==> config.mk <==
export PLATFORM = sky130hd
export DESIGN_NAME = sso_speech_out
export DESIGN_NICKNAME = d
export VERILOG_FILES = /design/src/include/sso_pkg.sv /design/src/rtl/sso_speech_out.sv
export SDC_FILE = /design/constraint.sdc
export NUM_CORES = 1
export LEC_CHECK = 0
export ABC_AREA = 1
export BUFFER_PORTS_ARGS = -buffer_cell sky130_fd_sc_hd__buf_4
export CORE_ASPECT_RATIO = 1.2
export CORE_UTILIZATION = 50
export DETAILED_ROUTE_END_ITERATION = 6
export MAX_ROUTING_LAYER = met4
export PLACE_DENSITY_LB_ADDON = 0.15
export SETUP_SLACK_MARGIN = 0.15
export SYNTH_ARGS = -nofsm -noshare
export SYNTH_HDL_FRONTEND = slang
export SYNTH_SLANG_ARGS = --single-unit
export TNS_END_PERCENT = 30
==> constraint.sdc <==
create_clock -name aclk -period 2.22 [get_ports aclk]
set_clock_uncertainty 0.2 [all_clocks]
set_input_delay 0.111 -clock aclk [delete_from_list [all_inputs] [get_ports aclk]]
set_output_delay 0.111 -clock aclk [all_outputs]
set_load 0.01 [all_outputs]
==> src/include/sso_pkg.sv <==
/*
  constants, field layouts and carrier types for the speech sample output
  register bank.
  assumes: a single 250 MHz clock domain and a 32-bit axi4-lite register bus;
  the timer that makes the sample clock lives outside this bank.
*/
// How it works
// - two sample holding registers keep 12 data bits in the low positions, read zero above, and clear at reset.
// - a separate conversion register holds the sample now fed to the converter and clears at reset.
// - writing a zero to a status bit drops that pending interrupt, and software acknowledges that way.
// - in legacy mode the status register clears by itself when the second timer drops its interrupt.
// - status bit 1 flags an interrupt raised while the digital output path is in use.
// - status bit 0 flags an interrupt raised while samples go out through the converter path.
// - a general scratch register holds two user bits, has no hardware effect and resets to zero.
// - command bit 2 lets digital path interrupts through when one and suppresses them when zero.
// - command bit 1 picks the converter path when zero and the 16-bit digital output when one.
// - command bit 0 turns on the legacy compatibility mode.
// - all registers decode inside the region at 0x8000_0000 and every access there takes three cycles.
// - the converter input changes only once per sample period, so the analog output is a staircase.
// - each sample tick loads the conversion register from the two holding registers in turn.
// - the sample clock is the second timer's divided clock and, outside legacy mode, converter path interrupts come at half its rate.
// - in digital mode the 16-bit output takes from the two digital holding registers in turn on the sync.
package sso_pkg;

  // region decode
  localparam logic [31:0] SSO_BASE_ADDR = 32'h8000_0000;
  localparam logic [23:0] SSO_REGION_TAG = SSO_BASE_ADDR[31:8];

  // register byte offsets inside the region
  localparam logic [7:0] SSO_OFF_HOLD_A = 8'h00;
  localparam logic [7:0] SSO_OFF_HOLD_B = 8'h04;
  localparam logic [7:0] SSO_OFF_CONV = 8'h08;
  localparam logic [7:0] SSO_OFF_STAT = 8'h0C;
  localparam logic [7:0] SSO_OFF_SCRATCH = 8'h10;
  localparam logic [7:0] SSO_OFF_CMD = 8'h14;
  localparam logic [7:0] SSO_OFF_DIG_A = 8'h18;
  localparam logic [7:0] SSO_OFF_DIG_B = 8'h1C;
  localparam logic [7:0] SSO_OFF_MASK = 8'h20;

  // field widths
  localparam int SSO_SAMPLE_W = 12;
  localparam int SSO_DIG_W = 16;
  localparam int SSO_SCRATCH_W = 2;

  // reset values
  localparam logic [11:0] SSO_SAMPLE_RST = 12'h000;
  localparam logic [15:0] SSO_DIG_RST = 16'h0000;
  localparam logic [1:0] SSO_SCRATCH_RST = 2'h0;
  localparam logic [2:0] SSO_CMD_RST = 3'h0;
  localparam logic [1:0] SSO_STAT_RST = 2'h0;
  localparam logic [1:0] SSO_MASK_RST = 2'h0;

  // access timing: answer three cycles after the request is taken
  localparam int SSO_ACCESS_CYCLES = 3;
  localparam logic [1:0] SSO_ACCESS_LAST = 2'(SSO_ACCESS_CYCLES - 1);

  // axi response codes
  localparam logic [1:0] SSO_RESP_OKAY = 2'b00;
  localparam logic [1:0] SSO_RESP_SLVERR = 2'b10;
  localparam logic [1:0] SSO_RESP_DECERR = 2'b11;

  // command register layout, bit 2 down to bit 0
  typedef struct packed {
    logic digital_irq_enable;
    logic path_select;
    logic legacy_compat_mode;
  } sso_cmd_s;

  // status and mask layout, bit 1 down to bit 0
  typedef struct packed {
    logic digital_path_irq_flag;
    logic dac_path_irq_flag;
  } sso_stat_s;

endpackage

==> src/rtl/sso_speech_out.sv <==
/*
  speech sample output register bank: holding registers, conversion register,
  digital output register, status, mask, command and scratch, behind an
  axi4-lite slave, plus the alternating sample loaders and the interrupt.
  assumes: the second timer's divided clock, its interrupt level and the
  external sync arrive asynchronously and are sampled here; the converter and
  filter sit outside and read converter_data.
*/
`timescale 1ns/1ns
module sso_speech_out (
  // clock and reset
  input wire logic aclk,
  input wire logic aresetn,
  // axi4-lite write address channel
  input wire logic awvalid,
  output logic awready,
  input wire logic [31:0] awaddr,
  input wire logic [2:0] awprot,
  // axi4-lite write data channel
  input wire logic wvalid,
  output logic wready,
  input wire logic [31:0] wdata,
  input wire logic [3:0] wstrb,
  // axi4-lite write response channel
  output logic bvalid,
  input wire logic bready,
  output logic [1:0] bresp,
  // axi4-lite read address channel
  input wire logic arvalid,
  output logic arready,
  input wire logic [31:0] araddr,
  input wire logic [2:0] arprot,
  // axi4-lite read data channel
  output logic rvalid,
  input wire logic rready,
  output logic [31:0] rdata,
  output logic [1:0] rresp,
  // asynchronous sample timing inputs
  input wire logic second_timer_clk,
  input wire logic second_timer_irq,
  input wire logic external_sample_sync,
  // sample outputs and interrupt
  output logic [sso_pkg::SSO_SAMPLE_W-1:0] converter_data,
  output logic [sso_pkg::SSO_DIG_W-1:0] digital_out,
  output logic irq
);
  import sso_pkg::*;

  typedef enum {WR_COLLECT, WR_WAIT, WR_RESP} sso_wr_e;
  typedef enum {RD_IDLE, RD_WAIT, RD_RESP} sso_rd_e;

  // merge a 16-bit register with the low two byte lanes of a write
  function automatic logic [15:0] sso_merge(input logic [15:0] old_v, input logic [31:0] d, input logic [3:0] s);
    logic [15:0] r;
    r = old_v;
    if (s[0]) begin
      r[7:0] = d[7:0];
    end
    if (s[1]) begin
      r[15:8] = d[15:8];
    end
    return r;
  endfunction

  ////////////////////////////////////////////////////////////////////////////
  // register state

  logic [SSO_SAMPLE_W-1:0] hold_a_reg;
  logic [SSO_SAMPLE_W-1:0] hold_b_reg;
  logic [SSO_SAMPLE_W-1:0] conv_reg;
  logic [SSO_DIG_W-1:0] dig_a_reg;
  logic [SSO_DIG_W-1:0] dig_b_reg;
  logic [SSO_DIG_W-1:0] dig_out_reg;
  logic [SSO_SCRATCH_W-1:0] scratch_reg;
  sso_cmd_s cmd_reg;
  sso_stat_s stat_reg;
  sso_stat_s stat_next;
  sso_stat_s mask_reg;
  logic irq_reg;
  logic irq_next;
  logic dac_sel_reg;
  logic dig_sel_reg;

  ////////////////////////////////////////////////////////////////////////////
  // input synchronisers and edge detection

  logic [2:0] sync1_reg;
  logic [2:0] sync2_reg;
  logic [2:0] prev_reg;
  logic [2:0] rise;
  logic [2:0] fall;

  // index 0 timer clock, 1 timer interrupt, 2 external sync; edges only read the second stage
  always_ff @(posedge aclk) begin
    if (!aresetn) begin
      sync1_reg <= 3'h0;
      sync2_reg <= 3'h0;
      prev_reg <= 3'h0;
    end else begin
      sync1_reg <= {external_sample_sync, second_timer_irq, second_timer_clk};
      sync2_reg <= sync1_reg;
      prev_reg <= sync2_reg;
    end
  end

  assign rise = sync2_reg & ~prev_reg;
  assign fall = ~sync2_reg & prev_reg;

  ////////////////////////////////////////////////////////////////////////////
  // axi write path

  sso_wr_e wr_state_reg;
  logic [1:0] wr_cnt_reg;
  logic aw_held_reg;
  logic w_held_reg;
  logic [31:0] aw_addr_q;
  logic [31:0] w_data_q;
  logic [3:0] w_strb_q;
  logic awready_reg;
  logic wready_reg;
  logic bvalid_reg;
  logic [1:0] bresp_reg;
  logic aw_hs;
  logic w_hs;
  logic aw_held_next;
  logic w_held_next;
  logic wr_commit;
  logic [7:0] wr_off;
  logic wr_in_region;
  logic wr_known;

  assign aw_hs = awvalid & awready_reg;
  assign w_hs = wvalid & wready_reg;
  assign aw_held_next = aw_held_reg | aw_hs;
  assign w_held_next = w_held_reg | w_hs;
  // register effects land on the edge where the answer rises
  assign wr_commit = (wr_state_reg == WR_WAIT) && (wr_cnt_reg == 2'd0) && wr_in_region && wr_known;

  // write decode on the captured address, word aligned
  assign wr_off = {aw_addr_q[7:2], 2'b00};
  assign wr_in_region = (aw_addr_q[31:8] == SSO_REGION_TAG);
  assign wr_known = (wr_off <= SSO_OFF_MASK);

  // address and data are taken in either order, then a fixed wait, then the response
  always_ff @(posedge aclk) begin
    if (!aresetn) begin
      wr_state_reg <= WR_COLLECT;
      wr_cnt_reg <= 2'd0;
      aw_held_reg <= 1'b0;
      w_held_reg <= 1'b0;
      aw_addr_q <= 32'h0000_0000;
      w_data_q <= 32'h0000_0000;
      w_strb_q <= 4'h0;
      awready_reg <= 1'b0;
      wready_reg <= 1'b0;
      bvalid_reg <= 1'b0;
      bresp_reg <= SSO_RESP_OKAY;
    end else begin
      if (aw_hs) begin
        aw_addr_q <= awaddr;
      end
      if (w_hs) begin
        w_data_q <= wdata;
        w_strb_q <= wstrb;
      end
      case (wr_state_reg)
        WR_COLLECT: begin
          aw_held_reg <= aw_held_next;
          w_held_reg <= w_held_next;
          awready_reg <= ~aw_held_next;
          wready_reg <= ~w_held_next;
          if (aw_held_next && w_held_next) begin
            wr_state_reg <= WR_WAIT;
            wr_cnt_reg <= SSO_ACCESS_LAST;
            awready_reg <= 1'b0;
            wready_reg <= 1'b0;
          end
        end
        WR_WAIT: begin
          if (wr_cnt_reg == 2'd0) begin
            wr_state_reg <= WR_RESP;
            bvalid_reg <= 1'b1;
            bresp_reg <= !wr_in_region ? SSO_RESP_DECERR : (wr_known ? SSO_RESP_OKAY : SSO_RESP_SLVERR);
          end else begin
            wr_cnt_reg <= wr_cnt_reg - 2'd1;
          end
        end
        WR_RESP: begin
          if (bready) begin
            wr_state_reg <= WR_COLLECT;
            bvalid_reg <= 1'b0;
            aw_held_reg <= 1'b0;
            w_held_reg <= 1'b0;
            awready_reg <= 1'b1;
            wready_reg <= 1'b1;
          end
        end
        default: begin
          wr_state_reg <= WR_COLLECT;
        end
      endcase
    end
  end

  ////////////////////////////////////////////////////////////////////////////
  // axi read path

  sso_rd_e rd_state_reg;
  logic [1:0] rd_cnt_reg;
  logic [31:0] ar_addr_q;
  logic arready_reg;
  logic rvalid_reg;
  logic [31:0] rdata_reg;
  logic [1:0] rresp_reg;
  logic ar_hs;
  logic [7:0] rd_off;
  logic rd_in_region;
  logic rd_known;
  logic [15:0] rd_word;

  assign ar_hs = arvalid & arready_reg;
  assign rd_off = {ar_addr_q[7:2], 2'b00};
  assign rd_in_region = (ar_addr_q[31:8] == SSO_REGION_TAG);
  assign rd_known = (rd_off <= SSO_OFF_MASK);

  // read selection; narrow registers are zero-extended so reserved bits read zero
  assign rd_word =
    (rd_off == SSO_OFF_HOLD_A) ? {4'h0, hold_a_reg} :
    (rd_off == SSO_OFF_HOLD_B) ? {4'h0, hold_b_reg} :
    (rd_off == SSO_OFF_CONV) ? {4'h0, conv_reg} :
    (rd_off == SSO_OFF_STAT) ? {14'h0000, stat_reg} :
    (rd_off == SSO_OFF_SCRATCH) ? {14'h0000, scratch_reg} :
    (rd_off == SSO_OFF_CMD) ? {13'h0000, cmd_reg} :
    (rd_off == SSO_OFF_DIG_A) ? dig_a_reg :
    (rd_off == SSO_OFF_DIG_B) ? dig_b_reg :
    (rd_off == SSO_OFF_MASK) ? {14'h0000, mask_reg} :
    16'h0000;

  // one read at a time; data is sampled when the answer is raised
  always_ff @(posedge aclk) begin
    if (!aresetn) begin
      rd_state_reg <= RD_IDLE;
      rd_cnt_reg <= 2'd0;
      ar_addr_q <= 32'h0000_0000;
      arready_reg <= 1'b0;
      rvalid_reg <= 1'b0;
      rdata_reg <= 32'h0000_0000;
      rresp_reg <= SSO_RESP_OKAY;
    end else begin
      case (rd_state_reg)
        RD_IDLE: begin
          arready_reg <= 1'b1;
          if (ar_hs) begin
            ar_addr_q <= araddr;
            arready_reg <= 1'b0;
            rd_cnt_reg <= SSO_ACCESS_LAST;
            rd_state_reg <= RD_WAIT;
          end
        end
        RD_WAIT: begin
          if (rd_cnt_reg == 2'd0) begin
            rd_state_reg <= RD_RESP;
            rvalid_reg <= 1'b1;
            rdata_reg <= (rd_in_region && rd_known) ? {16'h0000, rd_word} : 32'h0000_0000;
            rresp_reg <= !rd_in_region ? SSO_RESP_DECERR : (rd_known ? SSO_RESP_OKAY : SSO_RESP_SLVERR);
          end else begin
            rd_cnt_reg <= rd_cnt_reg - 2'd1;
          end
        end
        RD_RESP: begin
          if (rready) begin
            rvalid_reg <= 1'b0;
            arready_reg <= 1'b1;
            rd_state_reg <= RD_IDLE;
          end
        end
        default: begin
          rd_state_reg <= RD_IDLE;
        end
      endcase
    end
  end

  ////////////////////////////////////////////////////////////////////////////
  // software writes to the register bank

  logic wr_hold_a;
  logic wr_hold_b;
  logic wr_stat;
  logic wr_scratch;
  logic wr_cmd;
  logic wr_dig_a;
  logic wr_dig_b;
  logic wr_mask;
  logic [15:0] merge_hold_a;
  logic [15:0] merge_hold_b;
  logic [15:0] merge_scratch;
  logic [15:0] merge_cmd;
  logic [15:0] merge_mask;

  // the conversion register has no write strobe: writes to it are answered and dropped
  assign wr_hold_a = wr_commit && (wr_off == SSO_OFF_HOLD_A);
  assign wr_hold_b = wr_commit && (wr_off == SSO_OFF_HOLD_B);
  assign wr_stat = wr_commit && (wr_off == SSO_OFF_STAT) && w_strb_q[0];
  assign wr_scratch = wr_commit && (wr_off == SSO_OFF_SCRATCH);
  assign wr_cmd = wr_commit && (wr_off == SSO_OFF_CMD);
  assign wr_dig_a = wr_commit && (wr_off == SSO_OFF_DIG_A);
  assign wr_dig_b = wr_commit && (wr_off == SSO_OFF_DIG_B);
  assign wr_mask = wr_commit && (wr_off == SSO_OFF_MASK);

  assign merge_hold_a = sso_merge({4'h0, hold_a_reg}, w_data_q, w_strb_q);
  assign merge_hold_b = sso_merge({4'h0, hold_b_reg}, w_data_q, w_strb_q);
  assign merge_scratch = sso_merge({14'h0000, scratch_reg}, w_data_q, w_strb_q);
  assign merge_cmd = sso_merge({13'h0000, cmd_reg}, w_data_q, w_strb_q);
  assign merge_mask = sso_merge({14'h0000, mask_reg}, w_data_q, w_strb_q);

  // plain storage registers; upper bits are simply not kept
  always_ff @(posedge aclk) begin
    if (!aresetn) begin
      hold_a_reg <= SSO_SAMPLE_RST;
      hold_b_reg <= SSO_SAMPLE_RST;
      scratch_reg <= SSO_SCRATCH_RST;
      cmd_reg <= SSO_CMD_RST;
      dig_a_reg <= SSO_DIG_RST;
      dig_b_reg <= SSO_DIG_RST;
      mask_reg <= SSO_MASK_RST;
    end else begin
      if (wr_hold_a) begin
        hold_a_reg <= merge_hold_a[11:0];
      end
      if (wr_hold_b) begin
        hold_b_reg <= merge_hold_b[11:0];
      end
      if (wr_scratch) begin
        scratch_reg <= merge_scratch[1:0];
      end
      if (wr_cmd) begin
        cmd_reg <= merge_cmd[2:0];
      end
      if (wr_dig_a) begin
        dig_a_reg <= sso_merge(dig_a_reg, w_data_q, w_strb_q);
      end
      if (wr_dig_b) begin
        dig_b_reg <= sso_merge(dig_b_reg, w_data_q, w_strb_q);
      end
      if (wr_mask) begin
        mask_reg <= merge_mask[1:0];
      end
    end
  end

  ////////////////////////////////////////////////////////////////////////////
  // sample loaders

  logic dac_tick;
  logic dig_tick;
  logic dac_pair_done;
  logic dig_pair_done;

  // the converter only moves on a timer clock edge, giving one step per period
  assign dac_tick = rise[0] & ~cmd_reg.path_select;
  assign dig_tick = rise[2] & cmd_reg.path_select;
  // a pair is consumed every second tick: that halves the interrupt rate
  assign dac_pair_done = dac_tick & dac_sel_reg;
  assign dig_pair_done = dig_tick & dig_sel_reg;

  // alternate a then b; software refills b before a, so b is always ready second
  always_ff @(posedge aclk) begin
    if (!aresetn) begin
      conv_reg <= SSO_SAMPLE_RST;
      dig_out_reg <= SSO_DIG_RST;
      dac_sel_reg <= 1'b0;
      dig_sel_reg <= 1'b0;
    end else begin
      if (dac_tick) begin
        conv_reg <= dac_sel_reg ? hold_b_reg : hold_a_reg;
        dac_sel_reg <= ~dac_sel_reg;
      end
      if (dig_tick) begin
        dig_out_reg <= dig_sel_reg ? dig_b_reg : dig_a_reg;
        dig_sel_reg <= ~dig_sel_reg;
      end
    end
  end

  ////////////////////////////////////////////////////////////////////////////
  // status, mask and interrupt

  sso_stat_s stat_set;
  sso_stat_s stat_clr;

  // legacy mode mirrors the timer interrupt into the converter flag; otherwise, and always for the digital flag, the loaders raise events
  assign stat_set.dac_path_irq_flag = cmd_reg.legacy_compat_mode ? rise[1] : dac_pair_done;
  assign stat_set.digital_path_irq_flag = dig_pair_done & cmd_reg.digital_irq_enable;
  // a written zero clears its bit; legacy mode also clears all on the timer release
  assign stat_clr.dac_path_irq_flag = (wr_stat & ~w_data_q[0]) | (cmd_reg.legacy_compat_mode & fall[1]);
  assign stat_clr.digital_path_irq_flag = (wr_stat & ~w_data_q[1]) | (cmd_reg.legacy_compat_mode & fall[1]);
  // set wins over a clear in the same cycle so no event is lost
  assign stat_next = stat_set | (stat_reg & ~stat_clr);
  // legacy mode passes the timer interrupt straight out, bypassing the mask
  assign irq_next = cmd_reg.legacy_compat_mode ? sync2_reg[1] : |(stat_next & mask_reg);

  always_ff @(posedge aclk) begin
    if (!aresetn) begin
      stat_reg <= SSO_STAT_RST;
      irq_reg <= 1'b0;
    end else begin
      stat_reg <= stat_next;
      irq_reg <= irq_next;
    end
  end

  ////////////////////////////////////////////////////////////////////////////
  // outputs, each straight from a flip-flop

  assign awready = awready_reg;
  assign wready = wready_reg;
  assign bvalid = bvalid_reg;
  assign bresp = bresp_reg;
  assign arready = arready_reg;
  assign rvalid = rvalid_reg;
  assign rdata = rdata_reg;
  assign rresp = rresp_reg;
  assign converter_data = conv_reg;
  assign digital_out = dig_out_reg;
  assign irq = irq_reg;

endmodule
==> results.yml <==
yosys:
  yosys_warnings: 0
  avgSynthCellArea_um2: 7.60
  syn_area_mm2: 0.00927
  synth_edf_count: 0
  ys_types: 37
  synth_flop_cell: "dfxtp_1"
  async_reset_ff_frac: 0
  ys_ff_latch: 218
  synth_cells: 1221
  yosysSeqAreaShare: 0.471
worst_setup_path:
  cp.required_ns: 2.43
  setup.worst_path.end_class: "flip-flop"
  r2r-start: "aw_addr_q[31]$_SDFFE_PN0P_"
  arrival_ns: 2.25
  timing_worst_setup_path_type: "flip-flop to flip-flop"
  cpPeakStageDelay_ns: 0.32
  crit_chain: "inv_1 -> nor2_2 -> nand2_1 -> nor2_2 -> nand2_2 -> nor2_8 -> nand2_4 -> nor2_4 -> nand2_4 -> a211oi_2"
  startpoint: "aw_addr_q[31]$_SDFFE_PN0P_"
  cp-start-kind: "flip-flop"
  cp_max_fo: 8
  critPathSlowestCell: "dfxtp_1"
finish:
  n_antenna_cell: 0
  nFillCells: 1356
  nets: 1644
  layout_commonest_cell: "nor2_1"
  top_regs: "ar_addr_q: 30 flops, aw_addr_q: 30 flops"
  syn_to_final_growth_pct: 41.0
  layout-drive-gt1-share: 0.202
  final_cell_mix: "nor2_1 (255), dfxtp_1 (217), nand2_1 (200)"
die:
  num_rows: 54
  dieWidth_um: 126
  core_area_mm2: 0.0182
  die_y_um: 151
  io_pins: 186
  start_util: 0.510
  dieArea_mm2: 0.0191
global_routing:
  grt_max_degree: 102
  grt_antenna_before_repair: 0
  grt_pass1_wl_um: 42700
  grt_use_total: 0.289
  grt_pass1_vias: 8849
  grt-ovfl-total: 0
run:
  cap_violations: 0
sta:
  hold_viol: 0
  period_minus_slack_ns: 2.04
  fin_tns_setup_ns: 0
  setup_viol: 0
  rsz0062_at_grt: "true"
  drv_slew: 0
  max_freq_mhz: 491
  period_share: 0.918
run_status:
  outcome: "complete, no violations"
power_and_ir_drop:
  p_per_area_mw_per_mm2: 707
  ir_drop_v: 0.000587
  leakage_nw: 5.58
  power_mw: 9.25
clock_tree:
  h-tree-depth: 1
  clk_latency_ns: 0.50
  cts_tree: "yes"
  cts_made_buffers: 22
  cts-root-buf: "clkbuf_16"
  cts.clk_slew.worst_paths_ns: 0.06
  cts_max_path_buffers: 3
  cts_sinks: 218
drt:
  routed_wl_um: 27700
  vias_per_cell: 5.24
  drcViolationCount: 0
  num_vias: 9240
  drtPass1Iterations: 5
  antenna_left: 0
  wl_per_cell_um: 15.7
  first_iter_violations: 524
place:
  hpwl_um: 15500
  portBuffers: 141
  place.gp.congestion: 0.882
hold_path:
  hp-start: "araddr[15]"
  hold_path.class: "input pin to flip-flop"
through the flow:
step / cell area (µm²) / utilization / setup WS (ns) / instances / hold slack (ns)
after floorplan: 9330 / - / 0.334 / 1236 / 0.00863
after global placement: 10600 / 0.581 / 0.125 / 1558 / 0.0959
after detailed placement: 10600 / 0.581 / 0.0571 / 1558 / 0.0987
after CTS: 12900 / 0.708 / 0.0972 / 1757 / 0.172
after global routing: 13100 / 0.720 / 0.0603 / 1764 / 0.201
final: 13100 / 0.720 / 0.183 / 1764 / 0.201
synth_stat cells, types with 7 or more instances:
cell / number / area, µm²
nor2_1: 271 / 1020
dfxtp_1: 218 / 4360
nand2_1: 202 / 758
inv_1: 116 / 435
o21ai_0: 94 / 470
a21oi_1: 71 / 355
a211oi_2: 48 / 601
clkbuf_1: 36 / 135
a31oi_1: 31 / 194
nand3_1: 21 / 105
buf_4: 16 / 120
o22ai_1: 14 / 87.6
a211oi_1: 12 / 90.1
buf_2: 9 / 45.0
nand4_1: 8 / 50.1
buf_1: 7 / 26.3
final cells by class:
class,instances,area [µm²],share of cell area
Multi-Input combinational cell,825,4260,0.326
Sequential cell,218,4370,0.334
Inverter,122,473,0.0362
Clock buffer,34,677,0.0518
Timing Repair Buffer,337,3000,0.230
Clock inverter,4,20.0,0.00153
Tap cell,224,280,0.0214
worst max-delay path, delay by kind of cell (launching register included):
family	cells	cell delay, ns
AND/OR/NAND/NOR	8	1.09
flip-flops	1	0.32
AO/OA/AOI/OAI	1	0.27
buffers and inverters	1	0.07
power by group:
group	switching, mW	leakage, nW	total (mW)	internal [mW]
clock	1.49	0.348	3.57	2.09
sequential	0.175	1.77	4.28	4.11
combinational	0.752	3.46	1.39	0.638
metal layers:
metal | wire [µm] | global-route usage | vias up
li1 | - | - | 4550
met3 | 1430 | 0.0329 | 62
met4 | 951 | 0.110 | 0
met5 | 0 | - | -
met1 | 10700 | 0.314 | 4316
met2 | 14600 | 0.540 | 312
cells by family (layout without fill, tap and decap cells):
family | Yosys count | in the layout | synth area share
flops | 218 | 218 | 0.471
fa+ha+maj | 2 | 2 | 0.00270
simple gates | 530 | 533 | 0.237
compound gates | 274 | 274 | 0.197
other cells | 1 | 16 | 0.000404
buf+inv | 196 | 497 | 0.0924
path summary, 6_finish.rpt:
check	slack (ns)	end	cells past startpoint
worst max-delay path	0.18	hold_a_reg[0]$_SDFFE_PN0P_	10
worst min-delay path	0.20	ar_addr_q[15]$_SDFFE_PN0P_	4
worst max register to register	0.18	hold_a_reg[0]$_SDFFE_PN0P_	10
worst min register to register	0.21	sync2_reg[2]$_SDFF_PN0_	2
timing repair:
item,CTS,global route
hold endpoints to repair,124,0
hold buffers,161,0
pin swaps,0,8
buffers inserted,0,4
resized for setup,2,42
gates cloned,0,3
endpoints found under the setup margin,24,95
Power figures use the tool's default switching activity.
